`src/core/srs_params.svh`:
```
`ifndef SRS_PARAMS_SVH
`define SRS_PARAMS_SVH
`define SRS_CLK_MHZ 250
`define SRS_POR_SETTLE_US 10
`define SRS_BOR_SETTLE_US 10
`define SRS_POR_SETTLE_CYC ((`SRS_POR_SETTLE_US * `SRS_CLK_MHZ) > 0 ? (`SRS_POR_SETTLE_US * `SRS_CLK_MHZ) : 1)
`define SRS_BOR_SETTLE_CYC ((`SRS_BOR_SETTLE_US * `SRS_CLK_MHZ) > 0 ? (`SRS_BOR_SETTLE_US * `SRS_CLK_MHZ) : 1)
`define SRS_CYC_PER_MS (`SRS_CLK_MHZ * 1000)
`define SRS_POWERUP_TIMER_MS0 0
`define SRS_POWERUP_TIMER_MS1 2
`define SRS_POWERUP_TIMER_MS2 4
`define SRS_POWERUP_TIMER_MS3 8
`define SRS_POWERUP_TIMER_MS4 16
`define SRS_POWERUP_TIMER_MS5 32
`define SRS_POWERUP_TIMER_MS6 64
`define SRS_POWERUP_TIMER_MS7 128
`define SRS_CAUSE_POR_BIT 0
`define SRS_CAUSE_BOR_BIT 1
`define SRS_CAUSE_RESET 2'h0
`define SRS_SEL_RESET 3'h7
`endif

```
`src/core/srs_pkg.sv`:
```
package srs_pkg;
	typedef enum logic [1:0] {
		SRS_POR_WAIT = 2'b00,
		SRS_SETTLE   = 2'b01,
		SRS_POWERUP_TIMER     = 2'b10,
		SRS_RUN      = 2'b11
	} srs_state_t;
	typedef logic [31:0] srs_count_t;
endpackage

```
`src/core/srs_sync.sv`:
```
// three-stage synchroniser; change accepted once stages two and three agree
module srs_sync (
	input  wire logic clk,
	input  wire logic resetn,
	input  wire logic clkEn,
	input  wire logic resetVal,
	input  wire logic asyncIn,
	output logic      syncOut
);
	logic s1Q;
	logic s2Q;
	logic s3Q;

	always_ff @(posedge clk or negedge resetn) begin
		if (!resetn) begin
			s1Q <= 1'b0;
			s2Q <= 1'b0;
			s3Q <= 1'b0;
		end else if (clkEn) begin
			s1Q <= asyncIn;
			s2Q <= s1Q;
			s3Q <= s2Q;
		end
	end

	always_ff @(posedge clk or negedge resetn) begin
		if (!resetn) begin
			syncOut <= 1'b0;
		end else if (clkEn && (s2Q == s3Q)) begin
			syncOut <= s3Q;
		end
	end

	// resetVal kept for symmetry of instances; not used
	logic unusedQ;
	assign unusedQ = resetVal;
endmodule

```
`src/core/supply_reset_sequencer.sv`:
```
`include "srs_params.svh"
module supply_reset_sequencer
	import srs_pkg::*;
#(
	parameter srs_count_t PorSettleCyc = `SRS_POR_SETTLE_CYC,
	parameter srs_count_t BorSettleCyc = `SRS_BOR_SETTLE_CYC,
	parameter srs_count_t CycPerMs     = `SRS_CYC_PER_MS
) (
	input  wire logic       clk,
	input  wire logic       resetn,
	input  wire logic       clkEn,
	input  wire logic       poweronAbove,
	input  wire logic       brownoutAbove,
	input  wire logic [2:0] powerupDelaySelect,
	input  wire logic [1:0] causeClearWr,
	output logic            systemResetOut,
	output logic [1:0]      resetCause
);
	srs_state_t stateQ;
	srs_count_t cntQ;
	logic       porOk;
	logic       borOk;
	logic       borOkQ;
	logic [2:0] selQ;

	// delay table in ms, outer codes fixed at 0 and 128
	function automatic srs_count_t pwrtMs(input logic [2:0] sel);
		case (sel)
			3'h0: pwrtMs = `SRS_POWERUP_TIMER_MS0;
			3'h1: pwrtMs = `SRS_POWERUP_TIMER_MS1;
			3'h2: pwrtMs = `SRS_POWERUP_TIMER_MS2;
			3'h3: pwrtMs = `SRS_POWERUP_TIMER_MS3;
			3'h4: pwrtMs = `SRS_POWERUP_TIMER_MS4;
			3'h5: pwrtMs = `SRS_POWERUP_TIMER_MS5;
			3'h6: pwrtMs = `SRS_POWERUP_TIMER_MS6;
			default: pwrtMs = `SRS_POWERUP_TIMER_MS7;
		endcase
	endfunction

	srs_sync uPorSync (
		.clk     (clk),
		.resetn  (resetn),
		.clkEn   (clkEn),
		.resetVal(1'b0),
		.asyncIn (poweronAbove),
		.syncOut (porOk)
	);

	srs_sync uBorSync (
		.clk     (clk),
		.resetn  (resetn),
		.clkEn   (clkEn),
		.resetVal(1'b0),
		.asyncIn (brownoutAbove),
		.syncOut (borOk)
	);

	// delayed copy finds each rise of the brown-out level
	always_ff @(posedge clk or negedge resetn) begin
		if (!resetn) begin
			borOkQ <= 1'b0;
		end else if (clkEn) begin
			borOkQ <= borOk;
		end
	end

	// sequencer: por wait, power-up timer, run; settle only after a brown-out, then power-up timer
	always_ff @(posedge clk or negedge resetn) begin
		if (!resetn) begin
			stateQ <= SRS_POR_WAIT;
			cntQ   <= '0;
			selQ   <= `SRS_SEL_RESET;
		end else if (clkEn) begin
			if (!porOk) begin
				stateQ <= SRS_POR_WAIT;
				cntQ   <= '0;
			end else if (!borOk && stateQ != SRS_POR_WAIT) begin
				stateQ <= SRS_SETTLE;
				cntQ   <= '0;
			end else if (borOk && !borOkQ && stateQ != SRS_POR_WAIT) begin
				stateQ <= SRS_SETTLE;
				cntQ   <= '0;
			end else begin
				case (stateQ)
					SRS_POR_WAIT: begin
						if (cntQ >= PorSettleCyc - 1) begin
							stateQ <= SRS_POWERUP_TIMER;
							cntQ   <= '0;
							selQ   <= powerupDelaySelect;
						end else begin
							cntQ <= cntQ + 1;
						end
					end
					SRS_SETTLE: begin
						if (!borOk) begin
							cntQ <= '0;
						end else if (cntQ >= BorSettleCyc - 1) begin
							stateQ <= SRS_POWERUP_TIMER;
							cntQ   <= '0;
							selQ   <= powerupDelaySelect;
						end else begin
							cntQ <= cntQ + 1;
						end
					end
					SRS_POWERUP_TIMER: begin
						if (cntQ >= pwrtMs(selQ) * CycPerMs) begin
							stateQ <= SRS_RUN;
						end else begin
							cntQ <= cntQ + 1;
						end
					end
					SRS_RUN: begin
						cntQ <= '0;
					end
					default: begin
						stateQ <= SRS_POR_WAIT;
						cntQ   <= '0;
					end
				endcase
			end
		end
	end

	// reset output is registered so it cannot glitch
	always_ff @(posedge clk or negedge resetn) begin
		if (!resetn) begin
			systemResetOut <= 1'b1;
		end else if (clkEn) begin
			systemResetOut <= (stateQ != SRS_RUN) || !porOk || !borOk;
		end
	end

	// cause flags: set wins over software clear
	always_ff @(posedge clk or negedge resetn) begin
		if (!resetn) begin
			resetCause <= `SRS_CAUSE_RESET;
		end else if (clkEn) begin
			if (!porOk) begin
				resetCause[`SRS_CAUSE_POR_BIT] <= 1'b1;
			end else if (causeClearWr[`SRS_CAUSE_POR_BIT]) begin
				resetCause[`SRS_CAUSE_POR_BIT] <= 1'b0;
			end
			if (porOk && !borOk) begin
				resetCause[`SRS_CAUSE_BOR_BIT] <= 1'b1;
			end else if (causeClearWr[`SRS_CAUSE_BOR_BIT]) begin
				resetCause[`SRS_CAUSE_BOR_BIT] <= 1'b0;
			end
		end
	end

	a_bor_forces_rst: assert property (@(posedge clk) disable iff (!resetn)
		(clkEn && porOk && !borOk) |=> systemResetOut)
		else $error("brown-out did not hold reset");
	a_por_holds_rst: assert property (@(posedge clk) disable iff (!resetn)
		(clkEn && !porOk) |=> systemResetOut)
		else $error("power-on reset not held");
	a_release_after_timer: assert property (@(posedge clk) disable iff (!resetn)
		$fell(systemResetOut) |-> $past(stateQ) == SRS_RUN)
		else $error("reset released before timer");
	a_bor_flag_set: assert property (@(posedge clk) disable iff (!resetn)
		(clkEn && porOk && !borOk) |=> resetCause[1])
		else $error("brown-out flag not set");
	a_por_flag_set: assert property (@(posedge clk) disable iff (!resetn)
		(clkEn && !porOk) |=> resetCause[0])
		else $error("power-on flag not set");
	a_flag_sticky: assert property (@(posedge clk) disable iff (!resetn)
		(resetCause[0] && !causeClearWr[0]) |=> resetCause[0])
		else $error("cause flag dropped without clear");
	a_rise_restarts: assert property (@(posedge clk) disable iff (!resetn)
		(clkEn && porOk && borOk && !borOkQ && stateQ != SRS_POR_WAIT)
		|=> (stateQ == SRS_SETTLE && cntQ == 0))
		else $error("rise did not restart delay");
	a_settle_counts: assert property (@(posedge clk) disable iff (!resetn)
		(stateQ == SRS_SETTLE) |=> stateQ != SRS_RUN)
		else $error("settle skipped power-up timer");

	// sequencing checks
	a_bor_enters_settle: assert property (@(posedge clk) disable iff (!resetn)
		(clkEn && porOk && !borOk && stateQ != SRS_POR_WAIT) |=> stateQ == SRS_SETTLE)
		else $error("brown-out did not restart settle");
	a_por_to_timer: assert property (@(posedge clk) disable iff (!resetn)
		(stateQ == SRS_POR_WAIT) |=> (stateQ == SRS_POR_WAIT || stateQ == SRS_POWERUP_TIMER))
		else $error("power-on wait left to wrong state");
	a_run_from_timer: assert property (@(posedge clk) disable iff (!resetn)
		($changed(stateQ) && stateQ == SRS_RUN) |-> $past(stateQ) == SRS_POWERUP_TIMER)
		else $error("run entered without power-up timer");
	a_timer_not_short: assert property (@(posedge clk) disable iff (!resetn)
		(clkEn && porOk && borOk && borOkQ && stateQ == SRS_POWERUP_TIMER
			&& cntQ < pwrtMs(selQ) * CycPerMs) |=> stateQ != SRS_RUN)
		else $error("power-up timer ended early");
	a_sel_held: assert property (@(posedge clk) disable iff (!resetn)
		(stateQ == SRS_POWERUP_TIMER && $past(stateQ) == SRS_POWERUP_TIMER) |-> $stable(selQ))
		else $error("delay select changed during timer");

	// cause flag checks
	a_bor_clear: assert property (@(posedge clk) disable iff (!resetn)
		(clkEn && porOk && borOk && causeClearWr[1]) |=> !resetCause[1])
		else $error("brown-out flag not cleared");
	a_por_clear: assert property (@(posedge clk) disable iff (!resetn)
		(clkEn && porOk && causeClearWr[0]) |=> !resetCause[0])
		else $error("power-on flag not cleared");
	a_en_freezes: assert property (@(posedge clk) disable iff (!resetn)
		!clkEn |=> ($stable(resetCause) && $stable(systemResetOut)))
		else $error("state moved while clock enable low");

	// scenarios worth seeing
	c_release: cover property (@(posedge clk) disable iff (!resetn) $fell(systemResetOut));
	c_brownout: cover property (@(posedge clk) disable iff (!resetn) $rose(resetCause[1]));
	c_restart: cover property (@(posedge clk) disable iff (!resetn)
		stateQ == SRS_POWERUP_TIMER ##1 stateQ == SRS_SETTLE);
	c_freeze: cover property (@(posedge clk) disable iff (!resetn) !clkEn ##1 clkEn);
	c_bor_clear: cover property (@(posedge clk) disable iff (!resetn) $fell(resetCause[1]));
endmodule

```
`config.mk`:
```
export PLATFORM = sky130hd
export DESIGN_NAME = supply_reset_sequencer
export DESIGN_NICKNAME = d
export VERILOG_FILES = /design/src/core/srs_pkg.sv /design/src/core/srs_sync.sv /design/src/core/supply_reset_sequencer.sv
export VERILOG_INCLUDE_DIRS = /design/src /design/src/core
export SDC_FILE = /design/constraint.sdc
export NUM_CORES = 1
export LEC_CHECK = 0
export ABC_AREA = 1
export BUFFER_PORTS_ARGS = -buffer_cell sky130_fd_sc_hd__clkbuf_2
export CAP_MARGIN = 20
export CORE_MARGIN = 3
export CORE_UTILIZATION = 30
export CTS_BUF_LIST = sky130_fd_sc_hd__clkbuf_16
export CTS_CLUSTER_DIAMETER = 60
export DETAILED_ROUTE_END_ITERATION = 10
export GPL_TIMING_DRIVEN = 0
export MAX_ROUTING_LAYER = met4
export PLACE_DENSITY_LB_ADDON = 0.12
export SYNTH_ARGS = -nofsm -noshare
export SYNTH_HDL_FRONTEND = slang
export SYNTH_SLANG_ARGS = --single-unit
```
`constraint.sdc`:
```
create_clock -name clk -period 8.8 [get_ports clk]
set_input_delay 0.88 -clock clk [delete_from_list [all_inputs] [get_ports clk]]
set_output_delay 0.88 -clock clk [all_outputs]
set_load 0.05 [all_outputs]
```
==> results of run 1 <==
==> state kept, by name, summed over array words and instances (netlist names), 2 cells and up <==
register / cells
selQ: 3
stateQ: 2
cntQ: 32
resetCause: 2
==> cells by family after synthesis <==
| group | count (synthesis) | share of synthesized area |
|---|---|---|
| XOR/XNOR | 15 | 0.02695 |
| AND/OR/NAND/NOR | 376 | 0.3370 |
| flip-flops | 49 | 0.2526 |
| adder cells (fa/ha/maj) | 80 | 0.2238 |
| AO/OA/AOI/OAI | 52 | 0.06391 |
| other | 2 | 0.001541 |
| buffers and inverters | 110 | 0.09420 |
==> how the worst max path moves through the flow <==
stage,start,to,slack (ns),depth (start not counted)
final,selQ[2]$_DFFE_PN1P_,cntQ[14]$_DFFE_PN0P_,1.81,30
after global routing,selQ[2]$_DFFE_PN1P_,cntQ[14]$_DFFE_PN0P_,1.33,33
after CTS,selQ[2]$_DFFE_PN1P_,cntQ[14]$_DFFE_PN0P_,1.77,33
after detailed placement,selQ[2]$_DFFE_PN1P_,cntQ[14]$_DFFE_PN0P_,1.80,33
after global placement,selQ[2]$_DFFE_PN1P_,cntQ[14]$_DFFE_PN0P_,1.81,30
after floorplan,selQ[2]$_DFFE_PN1P_,cntQ[13]$_DFFE_PN0P_,2.71,31
==> per-layer routing <==
metal  GRT usage  vias up
li1            -     2255
met3     0.01699       11
met2      0.2731       57
met1      0.2119     2058
met4     0.02686        0
met5           -        -
==> metrics by stage <==
stage	setup WS [ns]	utilization
CTS	1.770	0.3461
finish	1.812	0.3461
global route	1.332	0.3461
detailed placement	1.795	0.3370
global placement	1.806	0.3357
floorplan	2.712	-
==> power by group <==
group          total, W  internal, W  switching (W)
Combinational  0.000140    0.0000428      0.0000969
Sequential     0.000245     0.000236     0.00000964
Clock          0.000192     0.000104      0.0000880
==> cell usage after synthesis, types with 2 or more instances <==
cell / count / area [um^2]
nand2_1: 168 / 630.6
nor2_1: 99 / 371.6
inv_1: 86 / 322.8
ha_1: 68 / 850.8
nand3_1: 48 / 240.2
dfrtp_1: 45 / 1126
nand4_1: 33 / 206.5
a21oi_1: 19 / 95.09
fa_1: 12 / 240.2
o21ai_1: 11 / 55.05
o21ai_0: 10 / 50.05
nor3_1: 9 / 45.04
xor2_1: 8 / 70.07
inv_2: 7 / 26.28
xnor2_1: 7 / 61.31
nor2_2: 6 / 37.54
buf_6: 5 / 56.30
buf_2: 4 / 20.02
clkbuf_1: 4 / 15.01
dfstp_2: 4 / 105.1
nor3_2: 3 / 30.03
o21ai_2: 3 / 26.28
and3_1: 2 / 12.51
buf_1: 2 / 7.510
conb_1: 2 / 7.510
nand2_4: 2 / 22.52
nand3_2: 2 / 20.02
o21a_1: 2 / 15.01
==> worst register-to-register path, delay by kind of cell (launching register included) <==
family          cells  cell delay (ns)
xor+xnor            1             0.27
flops               1             0.59
buf+inv             4             0.52
fa+ha+maj           9             3.09
compound gates      7             1.14
simple gates        9             1.30
==> final cells by class <==
type | count | area, um^2 | share of cell area
inverters | 94 | 352.8 | 0.06561
flip-flops and latches | 49 | 1231 | 0.2289
repair buffers | 13 | 80.08 | 0.01489
clock inverters | 3 | 15.01 | 0.002792
multi-input cells | 530 | 3203 | 0.5956
clock buffers | 5 | 125.1 | 0.02327
plain buffers | 16 | 106.4 | 0.01978
well taps | 211 | 264.0 | 0.04909
==> impl_metrics.csv, run 1 <==
group,metric,value,unit
detailed_routing,wl_met1,6.504,mm
hold_path,whs_endpoint,"uBorSync.s2Q$_DFFE_PN0P_",
floorplan,fp.dieW,133.5,um
clock_tree,cts_max_level,2,
clock_tree,path_clk_slew,0.07,ns
setup_path,max_stage_delay,0.59,ns
setup_path,rr_endpoint,"cntQ[14]$_DFFE_PN0P_",
cells_and_area,layout_common_cells,"168 x nand2_1, 99 x nor2_1, 88 x inv_1",
setup_path,crit_required,8.99,ns
setup_path,worstReg2RegStart,"selQ[2]$_DFFE_PN1P_",
sta,final-setup-viol-count,0,
setup_path,cp-start-kind,"flip-flop",
hold_path,worstHoldPathCells,2,
clock_tree,cts_buffer_depth,2,
synth,ys_seq_area_frac,0.2526,
synth,ys_ff_latch,49,
outcome,outcome,"complete, no violations",
detailed_routing,drt-wirelength-per-cell,14.47,um
synth,synth_warnings,0,
clock_tree,cts-buffers-inserted,5,
global_route,antenna_found_initial,0,
cells_and_area,syn2layout_area_growth,10.32,%
sta,worst_pin_slew,0.7669,ns
clock_tree,hold_buffers,0,
floorplan,rows,45,
floorplan,io_pins,13,
sta,relSlewSlack,0.4888,
floorplan,dieArea,0.01781,mm^2
global_route,grt_usage,0.1610,
setup_path,path_buf_inv,4,
placement,dp_hpwl,10.90,mm
setup_path,r2r_cells,30,
sta,period_share,0.7941,
floorplan,start_util,0.3137,
synth,syn_area,0.004875,mm^2
floorplan,die_height,133.5,um
detailed_routing,drc,0,
detailed_routing,topRoutingLayerUsed,"met4",
cells_and_area,num-fill-cells,1758,
floorplan,core_area,0.01554,mm^2
sta,holdWs,0.4723,ns
setup_path,cp_max_fo,10,
global_route,grt_max_degree,27,
run,maxCapViolCount,0,
sta,finalSetupTns,0,ns
power,peakVddDrop,0.00007198,V
power,power.density,107.2,mW/mm^2
detailed_routing,antenna_left,0,
placement,globalplace.congestion,0.9021,
power,power.total,0.0005766,W
synth,ys_types,41,
detailed_routing,routed_via_density,4.757,
placement,placed_cell_area,0.005238,mm^2
power,p_leak,2.654,nW
clock_tree,post_cts_buffers,0,
hold_path,holdCritPathClass,"flip-flop to flip-flop",
sta,rsz0062_at_grt,"false",
clock_tree,cts-resized-gates,0,
sta,fmaxAchievable,0.1431,GHz
setup_path,cp-end-kind,"flip-flop",
global_route,grt_pass1_vias,4362,
global_route,grt_overflow,0,
clock_tree,insertion_delay,0.29,ns
clock_tree,cts_tree,"built",
cells_and_area,final_nets,799,
hold_path,hold_start,"uBorSync.s2Q$_DFFE_PN0P_",
setup_path,cp_top_family,"adder cells",
global_route,grt_first_pass_wirelength,22.67,mm
clock_tree,cts_root_buffer,"clkbuf_16",
synth,syn_inst,684,
synth,synth_edf_count,0,
synth,synthArstFlopShare,1.000,
cells_and_area,layout_commonest_cell,"nand2_1",
detailed_routing,wl_met3,399,um
placement,port_buffers,12,
synth,synth.avg_cell_area,7.127,um^2
synth,ys.flop_type,"dfrtp_1",
cells_and_area,antenna_cells,0,
setup_path,cp_common_cell,"ha_1",
clock_tree,cts.sinks,49,
cells_and_area,layout-drive-gt1-share,0.08451,
cells_and_area,finalNonFillerCells,921,
detailed_routing,finalWirelength,13.33,mm
setup_path,crit_type,"flip-flop to flip-flop",
setup_path,crit_path_top_delay_cell,"dfstp_2",
detailed_routing,drtIter0Drc,206,
sta,slew_viol_final,0,
detailed_routing,firstDrtPassIters,5,
sta,hold_viol,0,
detailed_routing,vias,4381,
cells_and_area,final_area,0.005378,mm^2
setup_path,ff2ff_setup_slack,1.81,ns
setup_path,worstPathArrival,7.18,ns
sta,finClkSkew,0.005464,ns
detailed_routing,wl_met2,6.295,mm
sta,min_period,6.988,ns
placement,placed_cells,913,
No activity file was read; power rests on OpenSTA's default activity.
==> run 2: changes to the inputs <==
==> constraint.sdc (replaced) <==
create_clock -name clk -period 6.35 [get_ports clk]
set_input_delay 0.635 -clock clk [delete_from_list [all_inputs] [get_ports clk]]
set_output_delay 0.635 -clock clk [all_outputs]
set_load 0.05 [all_outputs]
==> run 2 against run 1 <==
- sequential power is 39% higher
- clock skew is 0.0015 ns lower
- non-clock buffer count is 19 higher
- routed wire length is 2.8% higher
- flip-flop and latch count stayed put
- clock-buffer cell count stayed put
- critical path depth is 1 higher
==> impl_metrics.csv, run 2 (synthesis results as in run 1) <==
group,metric,value,unit
outcome,outcome,"complete, no violations",
floorplan,fp.dieW,133.5,um
floorplan,start_util,0.3137,
placement,port_buffers,12,
sta,relSlewSlack,0.4886,
setup_path,cp_max_fo,6,
clock_tree,cts_buffer_depth,2,
clock_tree,cts.sinks,49,
floorplan,rows,45,
sta,layout_setup_ws,0.2567,ns
sta,fmaxAchievable,0.1641,GHz
cells_and_area,layout_common_cells,"156 x nand2_1, 90 x nor2_1, 84 x inv_1",
global_route,grt_max_degree,27,
clock_tree,cts_tree,"built",
detailed_routing,drtIter0Drc,258,
global_route,grt_first_pass_wirelength,23.00,mm
cells_and_area,final_area,0.005743,mm^2
floorplan,dieArea,0.01781,mm^2
setup_path,worstPathArrival,6.28,ns
sta,final-setup-viol-count,0,
placement,dp_hpwl,10.90,mm
cells_and_area,layout_commonest_cell,"nand2_1",
detailed_routing,routed_via_density,4.776,
power,p_leak,2.767,nW
floorplan,die_height,133.5,um
setup_path,cp-start-kind,"flip-flop",
clock_tree,cts_root_buffer,"clkbuf_16",
clock_tree,cts-buffers-inserted,5,
sta,rsz0062_at_grt,"true",
detailed_routing,vias,4489,
global_route,grt_usage,0.1630,
sta,finClkSkew,0.003990,ns
setup_path,cp_common_cell,"ha_4",
sta,slew_viol_final,0,
clock_tree,insertion_delay,0.29,ns
power,peakVddDrop,0.00009934,V
cells_and_area,final_nets,818,
global_route,grt_pass1_vias,4433,
floorplan,core_area,0.01554,mm^2
placement,dp_slack,-0.6545,ns
cells_and_area,largest_registers,"cntQ x32, selQ x3",
detailed_routing,drc,0,
sta,worst_pin_slew,0.7671,ns
cells_and_area,num-fill-cells,1736,
floorplan,io_pins,13,
detailed_routing,finalWirelength,13.71,mm
cells_and_area,antenna_cells,0,
sta,min_period,6.093,ns
detailed_routing,drt-wirelength-per-cell,14.58,um
power,power.density,142.0,mW/mm^2
clock_tree,path_clk_slew,0.07,ns
clock_tree,cts_max_level,2,
run,maxCapViolCount,0,
hold_path,holdCritPathClass,"input port to async pin",
clock_tree,hold_buffers,0,
placement,placed_cell_area,0.005238,mm^2
placement,globalplace.congestion,0.9021,
cells_and_area,layout-drive-gt1-share,0.1591,
setup_path,crit_path_top_delay_cell,"dfstp_2",
sta,finalSetupTns,0,ns
cells_and_area,largest_register_ff_count,32,
setup_path,crit_required,6.54,ns
global_route,grt_overflow,0,
setup_path,crit_type,"flip-flop to flip-flop",
sta,hold_viol,0,
global_route,antenna_found_initial,0,
setup_path,max_stage_delay,0.61,ns
cells_and_area,syn2layout_area_growth,17.81,%
sta,period_share,0.9596,
setup_path,cp-end-kind,"flip-flop",
detailed_routing,firstDrtPassIters,5,
detailed_routing,antenna_left,0,
cells_and_area,top_register,"cntQ",
run 2: cell count changes in the layout (fill, tap and decap cells not counted), moves of 7 or more:
cell and change:
buf_4 +17, nor2_1 -9, ha_1 -7, ha_4 +7
nand2_1 -12, nand2_2 +10
run 2: layer usage:
metal  vias up  part of all wire  global-route usage
met5         -                 0                   -
met4         0             0.011             0.02857
met3        11             0.031             0.01737
met2        71              0.48              0.2793
met1      2106              0.48              0.2117
li1       2301                 -                   -
run 2: worst paths after layout:
check	from	endpoint	slack, ns	cells after the start
worst min register to register	uPorSync.s1Q$_DFFE_PN0P_	uPorSync.s1Q$_DFFE_PN0P_	0.47	2
max in group asynchronous	resetn	systemResetOut$_DFFE_PN1P_	5.28	2
worst max-delay path	selQ[2]$_DFFE_PN1P_	cntQ[26]$_DFFE_PN0P_	0.26	31
worst min-delay path	resetn	cntQ[27]$_DFFE_PN0P_	0.41	1
min in group clk	uPorSync.s1Q$_DFFE_PN0P_	uPorSync.s1Q$_DFFE_PN0P_	0.47	2
worst max register to register	selQ[2]$_DFFE_PN1P_	cntQ[26]$_DFFE_PN0P_	0.26	31
run 2: cell type report:
cell class	count	area, um^2	share of cell area
Buffer	16	110.1	0.01917
Timing Repair Buffer	32	237.7	0.04139
Inverter	94	360.3	0.06275
Sequential cell	49	1231	0.2144
Multi-Input combinational cell	530	3400	0.5919
Clock inverter	3	15.01	0.002614
Clock buffer	5	125.1	0.02179
Tap cell	211	264.0	0.04597
run 2: stage by stage:
| stage | std cells | total power [W] | hold slack (ns) | utilization |
|---|---|---|---|---|
| final | 940 | 0.0008154 | 0.4060 | 0.3696 |
| after global routing | 940 | 0.0008695 | 0.4562 | 0.3696 |
| after CTS | 929 | 0.0008187 | 0.4307 | 0.3538 |
| after detailed placement | 913 | 0.0005423 | 0.4584 | 0.3370 |
| after global placement | 912 | 0.0005384 | 0.4549 | 0.3357 |
| after floorplan | 689 | 0.0004792 | 0.3394 | - |
run 2: repair_timing:
| action | in CTS | in global routing |
|---|---|---|
| pin swaps | 9 | 27 |
| setup endpoints to repair | 34 | 34 |
| cloned | 1 | 1 |
| buffers inserted | 7 | 10 |
| gates resized for setup | 19 | 34 |
run 2: critical path: cells and delay by family (launching register included):
kind            cells  cell delay (ns)
compound gates      6             0.85
xor+xnor            1             0.27
fa+ha+maj           9             2.80
buf+inv             6             0.56
flops               1             0.61
simple gates        9             0.87
run 2: report_power, final:
group | total (W) | internal [W] | switching [W]
clock | 0.000265 | 0.000144 | 0.000122
sequential | 0.000340 | 0.000327 | 0.0000135
combinational | 0.000210 | 0.0000691 | 0.000141
==> run 3: changes to the inputs <==
--- a/config.mk
+++ b/config.mk
@@ -17,6 +17,7 @@
 export GPL_TIMING_DRIVEN = 0
 export MAX_ROUTING_LAYER = met4
 export PLACE_DENSITY_LB_ADDON = 0.12
+export SETUP_SLACK_MARGIN = 0.3
 export SYNTH_ARGS = -nofsm -noshare
 export SYNTH_HDL_FRONTEND = slang
 export SYNTH_SLANG_ARGS = --single-unit
==> run 3 against run 2 <==
- non-clock buffer count rose by 8
- clock-buffer cell count did not move
- core utilization rose by 1.3 points
- global-route usage rose by 0.84 points
- worst hold slack improved by 0.021 ns
- largest cell class unchanged
- largest power group unchanged
==> impl_metrics.csv, run 3 (synthesis results as in run 1) <==
group,metric,value,unit
cells_and_area,layout_commonest_cell,"nand2_1",
placement,dp_hpwl,10.78,mm
clock_tree,cts-buffers-inserted,5,
placement,port_buffers,12,
detailed_routing,firstDrtPassIters,4,
detailed_routing,antenna_left,0,
power,peakVddDrop,0.0001025,V
detailed_routing,finalWirelength,14.25,mm
cells_and_area,layout_common_cells,"163 x nand2_1, 91 x nor2_1, 82 x inv_1",
sta,fmaxAchievable,0.1662,GHz
power,power.density,148.8,mW/mm^2
clock_tree,path_clk_slew,0.08,ns
sta,layout_setup_ws,0.3333,ns
sta,slew_viol_final,0,
global_route,grt_max_degree,29,
global_route,grt_overflow,0,
sta,min_period,6.017,ns
sta,hold_viol,0,
power,p_leak,2.828,nW
floorplan,die_height,133.5,um
setup_path,cp_common_cell,"ha_4",
floorplan,start_util,0.3137,
global_route,antenna_found_initial,0,
global_route,grt_first_pass_wirelength,23.89,mm
setup_path,crit_type,"flip-flop to flip-flop",
setup_path,cp-end-kind,"flip-flop",
setup_path,cp_max_fo,5,
setup_path,crit_required,6.56,ns
sta,period_share,0.9475,
detailed_routing,drtIter0Drc,210,
cells_and_area,largest_registers,"cntQ x32, selQ x3",
sta,finalSetupTns,0,ns
clock_tree,insertion_delay,0.30,ns
outcome,outcome,"complete, no violations",
setup_path,worstPathArrival,6.23,ns
setup_path,cp-start-kind,"flip-flop",
setup_path,worstReg2RegStart,"selQ[0]$_DFFE_PN1P_",
floorplan,core_area,0.01554,mm^2
cells_and_area,final_nets,826,
clock_tree,cts_root_buffer,"clkbuf_16",
clock_tree,cts.sinks,49,
setup_path,ff2ff_setup_slack,0.33,ns
cells_and_area,layout-drive-gt1-share,0.1737,
sta,worst_pin_slew,0.8449,ns
global_route,grt_usage,0.1714,
setup_path,rr_endpoint,"cntQ[14]$_DFFE_PN0P_",
clock_tree,cts_max_level,2,
floorplan,rows,45,
floorplan,fp.dieW,133.5,um
sta,holdWs,0.4266,ns
sta,finClkSkew,0.006571,ns
detailed_routing,drc,0,
cells_and_area,syn2layout_area_growth,21.87,%
sta,relSlewSlack,0.4367,
clock_tree,hold_buffers,0,
detailed_routing,drt-wirelength-per-cell,15.03,um
setup_path,crit_path_top_delay_cell,"dfstp_2",
run,maxCapViolCount,0,
sta,rsz0062_at_grt,"true",
setup_path,max_stage_delay,0.62,ns
clock_tree,cts_tree,"built",
placement,dp_slack,-0.5306,ns
cells_and_area,top_register,"cntQ",
cells_and_area,antenna_cells,0,
detailed_routing,vias,4552,
placement,globalplace.congestion,0.9157,
global_route,grt_pass1_vias,4593,
detailed_routing,routed_via_density,4.802,
floorplan,io_pins,13,
hold_path,holdCritPathClass,"input port to async pin",
cells_and_area,largest_register_ff_count,32,
floorplan,dieArea,0.01781,mm^2
sta,final-setup-viol-count,0,
clock_tree,cts_buffer_depth,2,
setup_path,r2r_cells,34,
run 3: how the worst max path moves through the flow:
| stage | from | to | slack, ns | cells past startpoint |
|---|---|---|---|---|
| floorplan | selQ[2]$_DFFE_PN1P_ | cntQ[13]$_DFFE_PN0P_ | 0.33 | 31 |
| global placement | selQ[2]$_DFFE_PN1P_ | cntQ[14]$_DFFE_PN0P_ | -0.53 | 30 |
| detailed placement | selQ[2]$_DFFE_PN1P_ | cntQ[14]$_DFFE_PN0P_ | -0.53 | 33 |
| CTS | selQ[1]$_DFFE_PN1P_ | cntQ[23]$_DFFE_PN0P_ | 0.31 | 33 |
| global route | selQ[0]$_DFFE_PN1P_ | cntQ[5]$_DFFE_PN0P_ | -0.02 | 36 |
| finish | selQ[0]$_DFFE_PN1P_ | cntQ[14]$_DFFE_PN0P_ | 0.33 | 34 |
run 3: final cells by class:
cell class | count | area (um^2)
multi-input cells | 530 | 3452
repair buffers | 40 | 339.1
inverters | 94 | 360.3
fillers | 1674 | 9599
clock buffers | 5 | 125.1
well taps | 211 | 264.0
flip-flops and latches | 49 | 1231
plain buffers | 16 | 126.4
clock inverters | 3 | 42.54
run 3: critical path, delay by kind of cell (launching register included):
kind | cells | cell delay, ns
AO/OA/AOI/OAI | 5 | 0.66
XOR/XNOR | 1 | 0.24
adder cells (fa/ha/maj) | 9 | 2.75
buffers and inverters | 6 | 0.52
flip-flops | 1 | 0.62
AND/OR/NAND/NOR | 13 | 1.12
run 3: what timing repair did:
action                                  4_1_cts  5_1_grt
pin swaps                                    28        8
endpoints found under the setup margin       34       34
gates cloned                                  3        1
gates resized for setup                      46       21
setup buffers                                18        5
run 3: power breakdown:
part | internal [W] | leakage [nW] | switching, W
clock network | 0.000186 | 0.0852 | 0.000134
registers | 0.000326 | 0.655 | 0.0000140
logic | 0.0000769 | 2.09 | 0.000147
run 3: metal layers:
layer,vias up,GRT usage,part of all wire
met5,-,-,0
met4,0,0.04857,0.026
met3,22,0.01699,0.031
met2,86,0.2864,0.47
met1,2121,0.2219,0.48
li1,2323,-,-
run 3: metrics by stage:
stage               cells    util  cell area (um^2)  total power, W
floorplan             689       -              4898       0.0004794
global placement      912  0.3361              5223       0.0005392
detailed placement    913  0.3378              5250       0.0005433
CTS                   942  0.3719              5779       0.0008791
global route          948  0.3823              5941       0.0009327
finish                948  0.3823              5941       0.0008839
